File: src/core/cbc_pkg.sv
/*
 * constants, types and helpers for the processor bus cycle control block.
 * assumes a single 40 MHz system clock; one clock state takes two system
 * clocks, the first standing for phase one and the second for phase two.
 */
// Contract
// - reset clears program counter to zero
// - reset clears interrupt flag and grant flag
// - reset leaves datapath registers uninitialised
// - reset held three periods, asynchronous input
// - hold recognised halted or ready in T2/wait
// - granted hold floats address and data buses
// - grant starts third state reads, after writes
// - grant after phase one, float after phase two
// - interrupt sampled at instruction end or halted
// - interrupt ignored in hold or flag clear
// - enable/disable instructions steer flag, flag pinned out
// - accepted interrupt clears flag in next fetch T1
// - interrupting device supplies instruction, all bytes fetched
// - input strobe marks input mode; sources gated by it
// - write strobe low, data valid meanwhile
// - cycle start marker pulses each machine cycle
// - status byte on data bus during marker
// - wait states and stall while ready low
// - address carries memory address or port number
// - fourth/fifth states finish together with hold entry
// - pending interrupt cleared whenever flag cleared
package cbc_pkg;

    // ------------------------------------------------------------
    // timing
    // ------------------------------------------------------------
    localparam int CLK_PERIOD_NS = 25;
    localparam int TSTATE_NS = 50;
    localparam int RST_MIN_TSTATES = 3;
    localparam int RST_HOLD_CYC = (RST_MIN_TSTATES * TSTATE_NS + CLK_PERIOD_NS - 1) / CLK_PERIOD_NS;
    localparam int RST_CNT_W = $clog2(RST_HOLD_CYC + 1);

    // ------------------------------------------------------------
    // reset values and widths
    // ------------------------------------------------------------
    localparam logic [15:0] PC_RESET = 16'h0000;
    localparam logic [15:0] PC_STEP = 16'h0001;
    localparam logic [7:0] DATA_RESET = 8'h00;
    localparam int SYNC_W = 11;

    // ------------------------------------------------------------
    // types
    // ------------------------------------------------------------
    typedef enum logic [2:0] {
        CK_FETCH = 3'h0,
        CK_MEM_RD = 3'h1,
        CK_MEM_WR = 3'h2,
        CK_IN = 3'h3,
        CK_OUT = 3'h4,
        CK_IRQ_ACK = 3'h5
    } cbc_kind_t;

    typedef enum logic [2:0] {
        ST_IDLE = 3'h0,
        ST_T1 = 3'h1,
        ST_T2 = 3'h2,
        ST_TW = 3'h3,
        ST_T3 = 3'h4,
        ST_T4 = 3'h5,
        ST_T5 = 3'h6,
        ST_HOLD = 3'h7
    } cbc_state_t;

    typedef struct packed {
        cbc_kind_t kind;       // machine cycle type
        logic [15:0] addr;     // memory address, or port number in low byte
        logic [7:0] wdata;     // write or output data
        logic [7:0] status;    // status byte shown during the marker
        logic long_cyc;        // cycle needs the fourth and fifth states
    } cbc_req_t;

    // ------------------------------------------------------------
    // kind decoding
    // ------------------------------------------------------------
    function automatic logic kind_reads(input cbc_kind_t k);
        kind_reads = (k == CK_FETCH) || (k == CK_MEM_RD) || (k == CK_IN) || (k == CK_IRQ_ACK);
    endfunction : kind_reads

    function automatic logic kind_io(input cbc_kind_t k);
        kind_io = (k == CK_IN) || (k == CK_OUT);
    endfunction : kind_io

endpackage : cbc_pkg

File: src/core/cbc_bus_ctrl.sv
/*
 * bus cycle control of an 8-bit processor: reset handling, machine cycle
 * sequencing with status word, input and write strobes, ready wait states,
 * bus hold and grant, interrupt acceptance with its enable flag.
 * assumes the core asks for one machine cycle at a time and reports halt
 * and instruction end; pins arrive asynchronously and are synchronised.
 */
`timescale 1ns/10ps
module cbc_bus_ctrl
    import cbc_pkg::*;
(
    input wire logic clk_i,                  // 40 MHz system clock
    input wire logic reset_i,                // asynchronous reset, active high
    input wire logic req_valid_i,            // core asks for a machine cycle
    input wire cbc_req_t req_i,              // cycle description
    output logic req_ready_o,                // cycle request taken this clock
    output logic done_o,                     // machine cycle finished, one clock
    output logic [7:0] rdata_o,              // byte read in the last cycle
    input wire logic halt_i,                 // core is halted
    input wire logic instr_end_i,            // last cycle of instruction done
    input wire logic irq_on_instr_i,         // enable-interrupts executed
    input wire logic irq_off_instr_i,        // disable-interrupts executed
    input wire logic pc_we_i,                // core loads program counter
    input wire logic [15:0] pc_d_i,          // new program counter
    output logic [15:0] pc_o,                // program counter
    output logic irq_take_o,                 // interrupt accepted, one clock
    output logic [15:0] addr_o,              // address bus
    output logic addr_oe_o,                  // address bus driven
    input wire logic [7:0] data_i,           // data bus input
    output logic [7:0] data_o,               // data bus output
    output logic data_oe_o,                  // data bus driven
    output logic bus_input_strobe_o,         // data bus in input mode
    output logic write_n_o,                  // write strobe, active low
    output logic sync_o,                     // cycle start marker
    output logic stall_o,                    // processor in a wait state
    input wire logic ready_i,                // memory or port ready
    input wire logic hold_i,                 // bus hold request
    input wire logic irq_i,                  // interrupt request
    output logic bus_grant_out_o,            // hold acknowledge
    output logic irq_accept_flag_o,          // interrupt enable flag
    output logic phase2_o                    // high in phase two half of a state
);

    // ------------------------------------------------------------
    // declarations
    // ------------------------------------------------------------
    logic [1:0] rst_sync_r;
    logic [RST_CNT_W-1:0] rst_cnt_r;
    logic rst_hold_r;
    logic [SYNC_W-1:0] pin_meta_r;
    logic [SYNC_W-1:0] pin_sync_r;
    logic ready_s;
    logic hold_s;
    logic irq_s;
    logic [7:0] data_s;
    logic ph_r;
    cbc_state_t st_r;
    cbc_state_t st_nxt;
    cbc_req_t req_r;
    logic hold_ok;
    logic hold_seen_r;
    logic grant_r;
    logic grant_nxt;
    logic float_r;
    logic [15:0] pc_r;
    logic [15:0] addr_r;
    logic [7:0] rdata_r;
    logic done_r;
    logic done_nxt;
    logic flag_r;
    logic flag_nxt;
    logic svc_r;
    logic take_nxt;
    logic take_r;
    logic is_rd;
    logic in_data_phase;
    logic take_req;
    logic ack_t1;

    // ------------------------------------------------------------
    // reset: asynchronous entry, synchronised release, stretched
    // ------------------------------------------------------------
    // a short glitch-free pulse still gives the full minimum hold inside
    always_ff @(posedge clk_i or posedge reset_i)
    begin
        if (reset_i)
        begin
            rst_sync_r <= 2'b11;
        end
        else
        begin
            rst_sync_r <= {rst_sync_r[0], 1'b0};
        end
    end

    // count the minimum hold after the release has been synchronised
    always_ff @(posedge clk_i or posedge reset_i)
    begin
        if (reset_i)
        begin
            rst_cnt_r <= RST_CNT_W'(RST_HOLD_CYC);
            rst_hold_r <= 1'b1;
        end
        else if (rst_sync_r[1])
        begin
            rst_cnt_r <= RST_CNT_W'(RST_HOLD_CYC);
            rst_hold_r <= 1'b1;
        end
        else
        begin
            rst_cnt_r <= (rst_cnt_r != '0) ? rst_cnt_r - RST_CNT_W'(1) : rst_cnt_r;
            rst_hold_r <= (rst_cnt_r > RST_CNT_W'(1));
        end
    end

    // ------------------------------------------------------------
    // pin synchronisers
    // ------------------------------------------------------------
    // data is synchronised too, so read data lags the bus by two clocks
    always_ff @(posedge clk_i or posedge rst_hold_r)
    begin
        if (rst_hold_r)
        begin
            pin_meta_r <= '0;
            pin_sync_r <= '0;
        end
        else
        begin
            pin_meta_r <= {ready_i, hold_i, irq_i, data_i};
            pin_sync_r <= pin_meta_r;
        end
    end

    assign ready_s = pin_sync_r[10];
    assign hold_s = pin_sync_r[9];
    assign irq_s = pin_sync_r[8];
    assign data_s = pin_sync_r[7:0];

    // ------------------------------------------------------------
    // two-phase clock: each state is a phase one and a phase two clock
    // ------------------------------------------------------------
    always_ff @(posedge clk_i or posedge rst_hold_r)
    begin
        if (rst_hold_r)
        begin
            ph_r <= 1'b0;
        end
        else
        begin
            ph_r <= ~ph_r;
        end
    end

    // ------------------------------------------------------------
    // machine cycle sequencer
    // ------------------------------------------------------------
    // hold only counts when halted in idle or when ready ends T2 or a wait state
    assign hold_ok = hold_s && ((halt_i && st_r == ST_IDLE) ||
        ((st_r == ST_T2 || st_r == ST_TW) && ready_s));
    assign req_ready_o = (st_r == ST_IDLE) && ph_r && !grant_r && !(hold_s && halt_i) && !rst_hold_r;
    assign take_req = req_valid_i && req_ready_o;
    assign is_rd = kind_reads(req_r.kind);

    // states change only at the end of phase two
    always_comb
    begin
        st_nxt = st_r;
        if (ph_r)
        begin
            case (st_r)
                ST_IDLE:
                begin
                    if (hold_s && halt_i)
                        st_nxt = ST_HOLD;
                    else if (take_req)
                        st_nxt = ST_T1;
                end
                ST_T1: st_nxt = ST_T2;
                ST_T2: st_nxt = ready_s ? ST_T3 : ST_TW;
                ST_TW: st_nxt = ready_s ? ST_T3 : ST_TW;
                ST_T3:
                begin
                    // fourth and fifth states fold into the hold entry
                    if (hold_seen_r)
                        st_nxt = ST_HOLD;
                    else if (req_r.long_cyc)
                        st_nxt = ST_T4;
                    else
                        st_nxt = ST_IDLE;
                end
                ST_T4: st_nxt = ST_T5;
                ST_T5: st_nxt = ST_IDLE;
                ST_HOLD: st_nxt = hold_s ? ST_HOLD : ST_IDLE;
                default: st_nxt = ST_IDLE;
            endcase
        end
    end

    always_ff @(posedge clk_i or posedge rst_hold_r)
    begin
        if (rst_hold_r)
        begin
            st_r <= ST_IDLE;
        end
        else
        begin
            st_r <= st_nxt;
        end
    end

    // latch the request and drive its address for the whole cycle
    always_ff @(posedge clk_i or posedge rst_hold_r)
    begin
        if (rst_hold_r)
        begin
            req_r <= '0;
            addr_r <= PC_RESET;
        end
        else if (take_req)
        begin
            req_r <= req_i;
            if (req_i.kind == CK_FETCH || req_i.kind == CK_IRQ_ACK)
                addr_r <= pc_r;
            else if (kind_io(req_i.kind))
                addr_r <= {req_i.addr[7:0], req_i.addr[7:0]};
            else
                addr_r <= req_i.addr;
        end
    end

    // ------------------------------------------------------------
    // hold recognition, grant and float
    // ------------------------------------------------------------
    always_ff @(posedge clk_i or posedge rst_hold_r)
    begin
        if (rst_hold_r)
        begin
            hold_seen_r <= 1'b0;
        end
        else if (ph_r && (st_r == ST_T2 || st_r == ST_TW))
        begin
            hold_seen_r <= hold_ok;
        end
        else if (ph_r && st_r == ST_T3)
        begin
            hold_seen_r <= 1'b0;
        end
    end

    // grant rises at a phase one start: in T3 for reads, after T3 for writes
    always_comb
    begin
        grant_nxt = grant_r;
        if (ph_r)
        begin
            if (st_nxt == ST_HOLD)
                grant_nxt = 1'b1;
            else if (st_nxt == ST_T3 && hold_ok && is_rd)
                grant_nxt = 1'b1;
            else if (st_r == ST_HOLD)
                grant_nxt = 1'b0;
        end
    end

    always_ff @(posedge clk_i or posedge rst_hold_r)
    begin
        if (rst_hold_r)
        begin
            grant_r <= 1'b0;
        end
        else
        begin
            grant_r <= grant_nxt;
        end
    end

    // float one clock later, at the phase two edge of the granted state
    always_ff @(posedge clk_i or posedge rst_hold_r)
    begin
        if (rst_hold_r)
        begin
            float_r <= 1'b0;
        end
        else if (!grant_r)
        begin
            float_r <= 1'b0;
        end
        else if (!ph_r)
        begin
            float_r <= 1'b1;
        end
    end

    // ------------------------------------------------------------
    // cycle completion, read data and program counter
    // ------------------------------------------------------------
    assign done_nxt = ph_r && ((st_r == ST_T3 && (hold_seen_r || !req_r.long_cyc)) || st_r == ST_T5);

    always_ff @(posedge clk_i or posedge rst_hold_r)
    begin
        if (rst_hold_r)
        begin
            done_r <= 1'b0;
            rdata_r <= DATA_RESET;
        end
        else
        begin
            done_r <= done_nxt;
            if (ph_r && st_r == ST_T3 && is_rd)
                rdata_r <= data_s;
        end
    end

    // the program counter resets to zero, as do the flags; datapath registers live in the core
    // and keep their contents through reset
    always_ff @(posedge clk_i or posedge rst_hold_r)
    begin
        if (rst_hold_r)
        begin
            pc_r <= PC_RESET;
        end
        else if (pc_we_i)
        begin
            pc_r <= pc_d_i;
        end
        else if (done_nxt && req_r.kind == CK_FETCH)
        begin
            // bytes injected by the interrupting device do not advance it
            pc_r <= pc_r + PC_STEP;
        end
    end

    // ------------------------------------------------------------
    // interrupt acceptance
    // ------------------------------------------------------------
    assign take_nxt = irq_s && flag_r && !grant_r && !svc_r && (instr_end_i || halt_i);
    assign ack_t1 = (st_r == ST_T1) && (req_r.kind == CK_IRQ_ACK) && svc_r;

    // enable wins over the automatic clear in the same clock
    always_comb
    begin
        flag_nxt = flag_r;
        if (irq_off_instr_i || ack_t1)
            flag_nxt = 1'b0;
        if (irq_on_instr_i)
            flag_nxt = 1'b1;
    end

    always_ff @(posedge clk_i or posedge rst_hold_r)
    begin
        if (rst_hold_r)
        begin
            flag_r <= 1'b0;
            svc_r <= 1'b0;
            take_r <= 1'b0;
        end
        else
        begin
            flag_r <= flag_nxt;
            take_r <= take_nxt;
            if (!flag_nxt)
                svc_r <= 1'b0;
            else if (take_nxt)
                svc_r <= 1'b1;
        end
    end

    // ------------------------------------------------------------
    // pin outputs
    // ------------------------------------------------------------
    assign in_data_phase = (st_r == ST_T2) || (st_r == ST_TW) || (st_r == ST_T3);
    assign sync_o = (st_r == ST_T1);
    assign stall_o = (st_r == ST_TW);
    assign bus_input_strobe_o = is_rd && in_data_phase && !float_r;
    assign write_n_o = !(!is_rd && st_r == ST_T3);
    assign addr_oe_o = !float_r;
    assign addr_o = addr_r;
    assign data_oe_o = !float_r && ((st_r == ST_T1) || (!is_rd && in_data_phase));
    assign data_o = (st_r == ST_T1) ? req_r.status : req_r.wdata;
    assign bus_grant_out_o = grant_r;
    assign irq_accept_flag_o = flag_r;
    assign irq_take_o = take_r;
    assign done_o = done_r;
    assign rdata_o = rdata_r;
    assign pc_o = pc_r;
    assign phase2_o = ph_r;

    // ------------------------------------------------------------
    // assertions
    // ------------------------------------------------------------
    property p_pc_reset;
        @(posedge clk_i) disable iff (reset_i) $fell(rst_hold_r) |-> pc_o == PC_RESET;
    endproperty
    a_pc_reset: assert property (p_pc_reset) else $error("pc not zero after reset");

    property p_flags_reset;
        @(posedge clk_i) disable iff (reset_i) $fell(rst_hold_r) |-> !irq_accept_flag_o && !bus_grant_out_o;
    endproperty
    a_flags_reset: assert property (p_flags_reset) else $error("flags set after reset");

    property p_reset_len;
        @(posedge clk_i) disable iff (reset_i) $fell(rst_hold_r) |-> $past(rst_hold_r, RST_HOLD_CYC);
    endproperty
    a_reset_len: assert property (p_reset_len) else $error("internal reset too short");

    property p_hold_recog;
        @(posedge clk_i) disable iff (rst_hold_r)
            $rose(hold_seen_r) |-> $past(ready_s) && ($past(st_r) == ST_T2 || $past(st_r) == ST_TW);
    endproperty
    a_hold_recog: assert property (p_hold_recog) else $error("hold seen outside allowed states");

    property p_float;
        @(posedge clk_i) disable iff (rst_hold_r) $rose(bus_grant_out_o) |-> !ph_r ##1 !addr_oe_o && !data_oe_o;
    endproperty
    a_float: assert property (p_float) else $error("buses not floated after grant");

    property p_grant_start;
        @(posedge clk_i) disable iff (rst_hold_r)
            $rose(bus_grant_out_o) |-> (st_r == ST_T3 && is_rd) || st_r == ST_HOLD;
    endproperty
    a_grant_start: assert property (p_grant_start) else $error("grant began in wrong state");

    property p_irq_block;
        @(posedge clk_i) disable iff (rst_hold_r) (bus_grant_out_o || !irq_accept_flag_o) |=> !irq_take_o;
    endproperty
    a_irq_block: assert property (p_irq_block) else $error("interrupt taken while blocked");

    property p_irq_point;
        @(posedge clk_i) disable iff (rst_hold_r) irq_take_o |-> $past(instr_end_i) || $past(halt_i);
    endproperty
    a_irq_point: assert property (p_irq_point) else $error("interrupt taken mid instruction");

    property p_ack_clear;
        @(posedge clk_i) disable iff (rst_hold_r) (ack_t1 && !irq_on_instr_i) |=> !irq_accept_flag_o;
    endproperty
    a_ack_clear: assert property (p_ack_clear) else $error("flag kept through ack fetch");

    property p_write_data;
        @(posedge clk_i) disable iff (rst_hold_r) !write_n_o |-> data_oe_o && data_o == req_r.wdata;
    endproperty
    a_write_data: assert property (p_write_data) else $error("write data not valid");

    property p_status;
        @(posedge clk_i) disable iff (rst_hold_r) $rose(sync_o) |-> sync_o [*2] ##1 !sync_o;
    endproperty
    a_status: assert property (p_status) else $error("marker not one state long");

    property p_status_byte;
        @(posedge clk_i) disable iff (rst_hold_r) sync_o |-> data_oe_o && data_o == req_r.status;
    endproperty
    a_status_byte: assert property (p_status_byte) else $error("status byte missing");

    property p_wait;
        @(posedge clk_i) disable iff (rst_hold_r) (st_r == ST_T2 && ph_r && !ready_s) |=> stall_o [*2];
    endproperty
    a_wait: assert property (p_wait) else $error("no wait state on low ready");

    property p_pend_clear;
        @(posedge clk_i) disable iff (rst_hold_r) !irq_accept_flag_o |-> !svc_r;
    endproperty
    a_pend_clear: assert property (p_pend_clear) else $error("pending interrupt survived disable");

endmodule : cbc_bus_ctrl

File: config.mk
export PLATFORM = sky130hd
export DESIGN_NAME = cbc_bus_ctrl
export DESIGN_NICKNAME = d
export VERILOG_FILES = /design/src/core/cbc_pkg.sv /design/src/core/cbc_bus_ctrl.sv
export SDC_FILE = /design/constraint.sdc
export NUM_CORES = 1
export LEC_CHECK = 0
export ABC_AREA = 1
export ABC_CLOCK_PERIOD_IN_PS = 6700
export BUFFER_PORTS_ARGS = -buffer_cell sky130_fd_sc_hd__buf_2
export CAP_MARGIN = 20
export CORE_MARGIN = 3
export CORE_UTILIZATION = 40
export CTS_CLUSTER_DIAMETER = 100
export DETAILED_ROUTE_END_ITERATION = 10
export PLACE_DENSITY = 0.65
export SLEW_MARGIN = 20
export SYNTH_ARGS = -nofsm -noshare
export SYNTH_HDL_FRONTEND = slang
export SYNTH_SLANG_ARGS = --single-unit
File: constraint.sdc
create_clock -name clk_i -period 6.7 [get_ports clk_i]
set_input_delay 0.335 -clock clk_i [delete_from_list [all_inputs] [get_ports clk_i]]
set_output_delay 0.335 -clock clk_i [all_outputs]
set_load 0.02 [all_outputs]
-- Word-level counts from Yosys, hierarchy flattened
Index checks and enable logic that the tools add are counted.
- input bits: 71
- output and inout bits: 60
- word-level logic and storage cells: 128
- flip-flop bits (word level): 99
- mux-type cells: 27
- add/sub/neg operators: 2
- magnitude comparators: 1
- reductions and logical operators: 59
- bitwise gates (word level): 1
- equal/unequal tests: 17
- operators by type and width (operator ; number):
    16-bit 2-to-1 mux ; 4
    1-bit logical AND ; 28
    3-bit equality test, second input constant ; 9
    3-bit 2-to-1 mux ; 9
    3-bit case mux with 7 select lines ; 1
    16-bit by 1-bit adder with 16-bit output, second input constant ; 1
    1-bit logical OR ; 13
    3-bit by 2-bit equality test with 1-bit output, second input constant ; 4
    1-bit 2-to-1 mux ; 12
    3-bit zero test ; 3
    1-bit zero test ; 8
    8-bit 2-to-1 mux ; 1
    3-bit by 1-bit equality test with 1-bit output, second input constant ; 2
    2-bit nonzero test ; 3
    3-bit nonzero test ; 2
    3-bit by 1-bit greater-than comparator with 1-bit output, second input constant ; 1
    3-bit by 1-bit subtractor with 3-bit output, second input constant ; 1
    2-bit by 1-bit != test with 1-bit output, second input constant ; 1
    2-bit != test, second input constant ; 1
    2-bit AND reduction ; 1
    2-bit OR reduction ; 1
    1-bit NOT ; 1

-- Longest topological paths before layout
- depth in word-level cells: 15
- gate-level depth with buffers: 12

-- Worst setup path before layout
Ideal clock, no wire load.
- path type: register to register
- start point: register rst_hold_r
- end point: register addr_r[14], in the netlist addr_o[14]
- cell stages (with the launch flop): 9
- data arrival time: 3.573 ns
- slack: 3.011 ns
- library setup time: 0.117 ns
- cell sequence: dfstp_2 inv_1 nand3_1 nor3_4 nand2_2 buf_2 buf_6 nand2_1 nand2_1
- word-level cells in the longest chain between the ends: 3
- ends and longest elaborated chain (element ; RTL line ; text):
    from (decl) ; cbc_bus_ctrl.sv:49 ; logic rst_hold_r;
    from (signal assigned) ; cbc_bus_ctrl.sv:112 ; rst_hold_r <= (rst_cnt_r > RST_CNT_W'(1));
    1-bit zero test (no source line) ; n/a ;
    1-bit logical AND ; cbc_bus_ctrl.sv:160 ; assign req_ready_o = (st_r == ST_IDLE) && ph_r && !grant_r && !(hold_s && halt_i) && !rst_hold_r;
    net req_ready_o ; cbc_bus_ctrl.sv:16 ; output logic req_ready_o,
    1-bit logical AND ; cbc_bus_ctrl.sv:161 ; assign take_req = req_valid_i && req_ready_o;
    to (signal assigned) ; cbc_bus_ctrl.sv:223 ; addr_r <= pc_r;
    to (signal assigned) ; cbc_bus_ctrl.sv:225 ; addr_r <= {req_i.addr[7:0], req_i.addr[7:0]};
    to (signal assigned) ; cbc_bus_ctrl.sv:227 ; addr_r <= req_i.addr;
    to (decl) ; cbc_bus_ctrl.sv:66 ; logic [15:0] addr_r;
The timed path passes the listed nets, and every way through them passes these cells.
A chain may end at the register's enable or synchronous reset.

-- Worst setup path after layout
- start point: register rst_hold_r
- end point: register addr_r[3], in the netlist addr_o[3]
- word-level cells in the longest chain between the ends: 3
- ends and longest elaborated chain (element ; RTL line):
    1-bit zero test (no source line) ; n/a
    1-bit logical AND ; cbc_bus_ctrl.sv:160
    1-bit logical AND ; cbc_bus_ctrl.sv:161
Every way passes these cells.

==> flow_summary.yaml <==
yosys:
  synthArstFlopShare: 1.00
  ys_ff_latch: 99
  synth_edf_count: 0
  avgSynthCellArea_um2: 8.48
  synth_flop_cell: "dfrtp_1"
  ys_seq_area_frac: 0.539
  synth_cell_types: 35
  synth.net_count: 618
  yosys_warnings: 0
  syn_inst: 543
  syn_area_um2: 4610
setup_path:
  required_ps: 6900
  startpoint_type: "flip-flop"
  worstReg2RegEnd: "addr_o[3]"
  path_delay_family: "simple AND/OR/NAND/NOR gates"
  crit_path_end_kind: "flip-flop"
  timing.critical_path.buf_inv: 2
  cp_slowest_stage_delay_ps: 610
  endpoint: "addr_o[3]"
  rr_worst_depth: 7
  cp.arrival_ps: 2710
  cp_slowest_cell: "clkinv_2"
  r2r_setup_slack_ps: 4190
  cp.depth: 7
  r2r_start: "rst_hold_r"
  crit_type: "reg -> reg"
  cp_max_fo: 45
  worstPathCellList: "inv_4 > nand3_1 > nor3_4 > nand2_2 > clkinv_2 > nor2_1 > a31oi_1"
  cp-startpoint: "rst_hold_r"
grt:
  antenna_found_initial: 1
  track_usage: 0.194
  grt_max_degree: 51
  grt_pass1_wl_mm: 19.8
  overflow: 0
  grt_pass1_vias: 3974
drt:
  drc: 0
  drt_iter0_markers: 299
  vias: 4155
  postRouteAntennaNets: 0
  vias_per_cell: 5.10
  routed_wl_mm: 12.1
  drtPass1Iterations: 5
  wl_per_cell_um: 14.8
clock_network:
  cts_root_buf: "clkbuf_16"
  cts_num_sinks: 99
  cts_max_level: 3
  cts_tree: "yes"
  clk_latency_ps: 350
  hold_buffers: 1
  cts.clk_slew.worst_paths_ps: 70
  cts_repair_resize_count: 0
  clk_path_buf_depth: 2
  cts_buffers: 9
  postCtsSetupBuffers: 0
pwr:
  swShare: 0.359
  max-vdd-ir-drop_uv: 149
  p_clk_frac: 0.275
  intPower_mw: 1.14
  pwr-share-seq: 0.439
  p_sw_mw: 0.636
  share_comb_of_total_power: 0.286
  totalPowerFinal_mw: 1.77
  power.density_nw_per_um2: 315
  power.leakage_nw: 3.00
final_layout:
  drive_above_1_share: 0.263
  final_area_um2: 5620
  num-fill-cells: 1064
  area_delta_synth_final_pct: 22.0
  nets: 744
  final_util: 0.510
  final_cells: 815
floorplanning:
  rows: 38
  core_area_um2: 11000
  die_area_um2: 12800
  die_x_um: 113
  fp.dieH_um: 113
  start_util: 0.418
  ios: 131
place:
  place_inst: 797
  port_buffers: 130
  gp_congestion: 0.903
  post-dp-hpwl_mm: 8.93
  pre_cts_ws_ps: 4170
  placed_cell_area_um2: 5330
timing:
  maxSlewViolCount: 0
  skew_ps: 9.87
  relSlewSlack: 0.492
  clock.fmax_ghz: 0.398
  fin_crit_sh: 0.375
  hold_ws_ps: 94.7
  totalNegativeSetupSlack_ps: 0
  fin_crit_ps: 2510
  hold_viol: 0
  finalSetupViolations: 0
  worstMarginPinSlew_ps: 761
  fin_ws_ps: 4190
  rsz0062_at_grt: "false"
hold_path:
  holdCritPathClass: "in -> reg"
job:
  cap_violations: 0
outcome:
  status: "finished, final reports clean"
[metal layers]
layer / GRT usage / wire (um) / share of wire
met1: 0.263 / 5200 / 0.43
met2: 0.300 / 5660 / 0.47
met3: 0.0497 / 985 / 0.082
met4: 0.0729 / 210 / 0.017
met5: 0 / 0 / 0
[kinds of logic (layout without fill, tap and decap cells)]
logic type | Yosys count | after routing | share of synthesized area
compound gates | 92 | 92 | 0.114
xor+xnor | 1 | 1 | 0.00190
fa+ha+maj | 4 | 4 | 0.0109
buf+inv | 74 | 205 | 0.0706
flops | 99 | 99 | 0.539
mux | 8 | 8 | 0.0196
other cells | 1 | 2 | 0.000814
simple gates | 264 | 264 | 0.243
[synth_stat cells, types with 7 or more instances]
cell	instances	area, um2
a31oi_1	12	75.1
o21ai_0	36	180
nand3_1	25	125
nand4_1	11	68.8
nand2_1	163	612
a21oi_1	18	90.1
mux2_2	8	90.1
buf_2	7	35.0
dfrtp_1	94	2350
o22ai_1	12	75.1
inv_1	53	199
nor2_1	44	165
o211ai_1	8	60.1
[sequential cells by signal (all words and copies together), names as in the netlist, 3 cells and up]
signal	count
req_r	20
addr_o	16
pc_o	16
pin_meta_r	11
pin_sync_r	11
rdata_o	8
rst_cnt_r	3
st_r	3
[worst reg2reg max path: cells and delay by family (launching register included)]
family,cells,cell delay [ps]
AOI/OAI and AO/OA,1,70
buffers and inverters,2,810
DFF,1,540
and+or+nand+nor,4,950
[layout by cell type (no fill, tap or decap), drive strengths merged, types with 2 or more instances in the layout]
cell and n:
o22ai 12, o21ai 38, o211ai 8, buf 131
nor3 7, inv 56, ha 4, clkbuf 15
clkinv 2, nor2 50, nand3 26, dfstp 5
dfrtp 94, nand4 11, mux2 8, nand2 169
a31oi 12, a21oi 19
[power by group through the flow]
stage / registers (mW) / clock network, mW / logic [mW]
final: 0.778 / 0.487 / 0.507
after detailed placement: 0.789 / 0 / 0.509
after CTS: 0.778 / 0.503 / 0.512
after global placement: 0.786 / 0 / 0.504
after floorplan: 0.837 / 0 / 0.280
after global routing: 0.793 / 0.526 / 0.565
[worst min-delay path by stage]
stage | cells past startpoint | end | start | slack (ps)
CTS | 1 | pin_meta_r[6] | data_i[6] | 80
finish | 1 | pin_meta_r[6] | data_i[6] | 90
floorplan | 1 | rst_cnt_r[0] | reset_i | 120
global route | 1 | pin_meta_r[6] | data_i[6] | 80
global placement | 2 | rst_cnt_r[0] | reset_i | 250
detailed placement | 2 | rst_cnt_r[0] | reset_i | 250
[layout make-up]
cell class / instances / area, um2 / area share
diodes: 1 / 2.50 / 0.000445
clock buffers: 15 / 268 / 0.0476
clock inverters: 1 / 8.76 / 0.00156
inverters: 57 / 218 / 0.0387
multi-input cells: 370 / 1800 / 0.320
flip-flops and latches: 99 / 2480 / 0.442
well taps: 140 / 175 / 0.0312
repair buffers: 132 / 668 / 0.119
No activity file was read; power rests on OpenSTA's default activity.
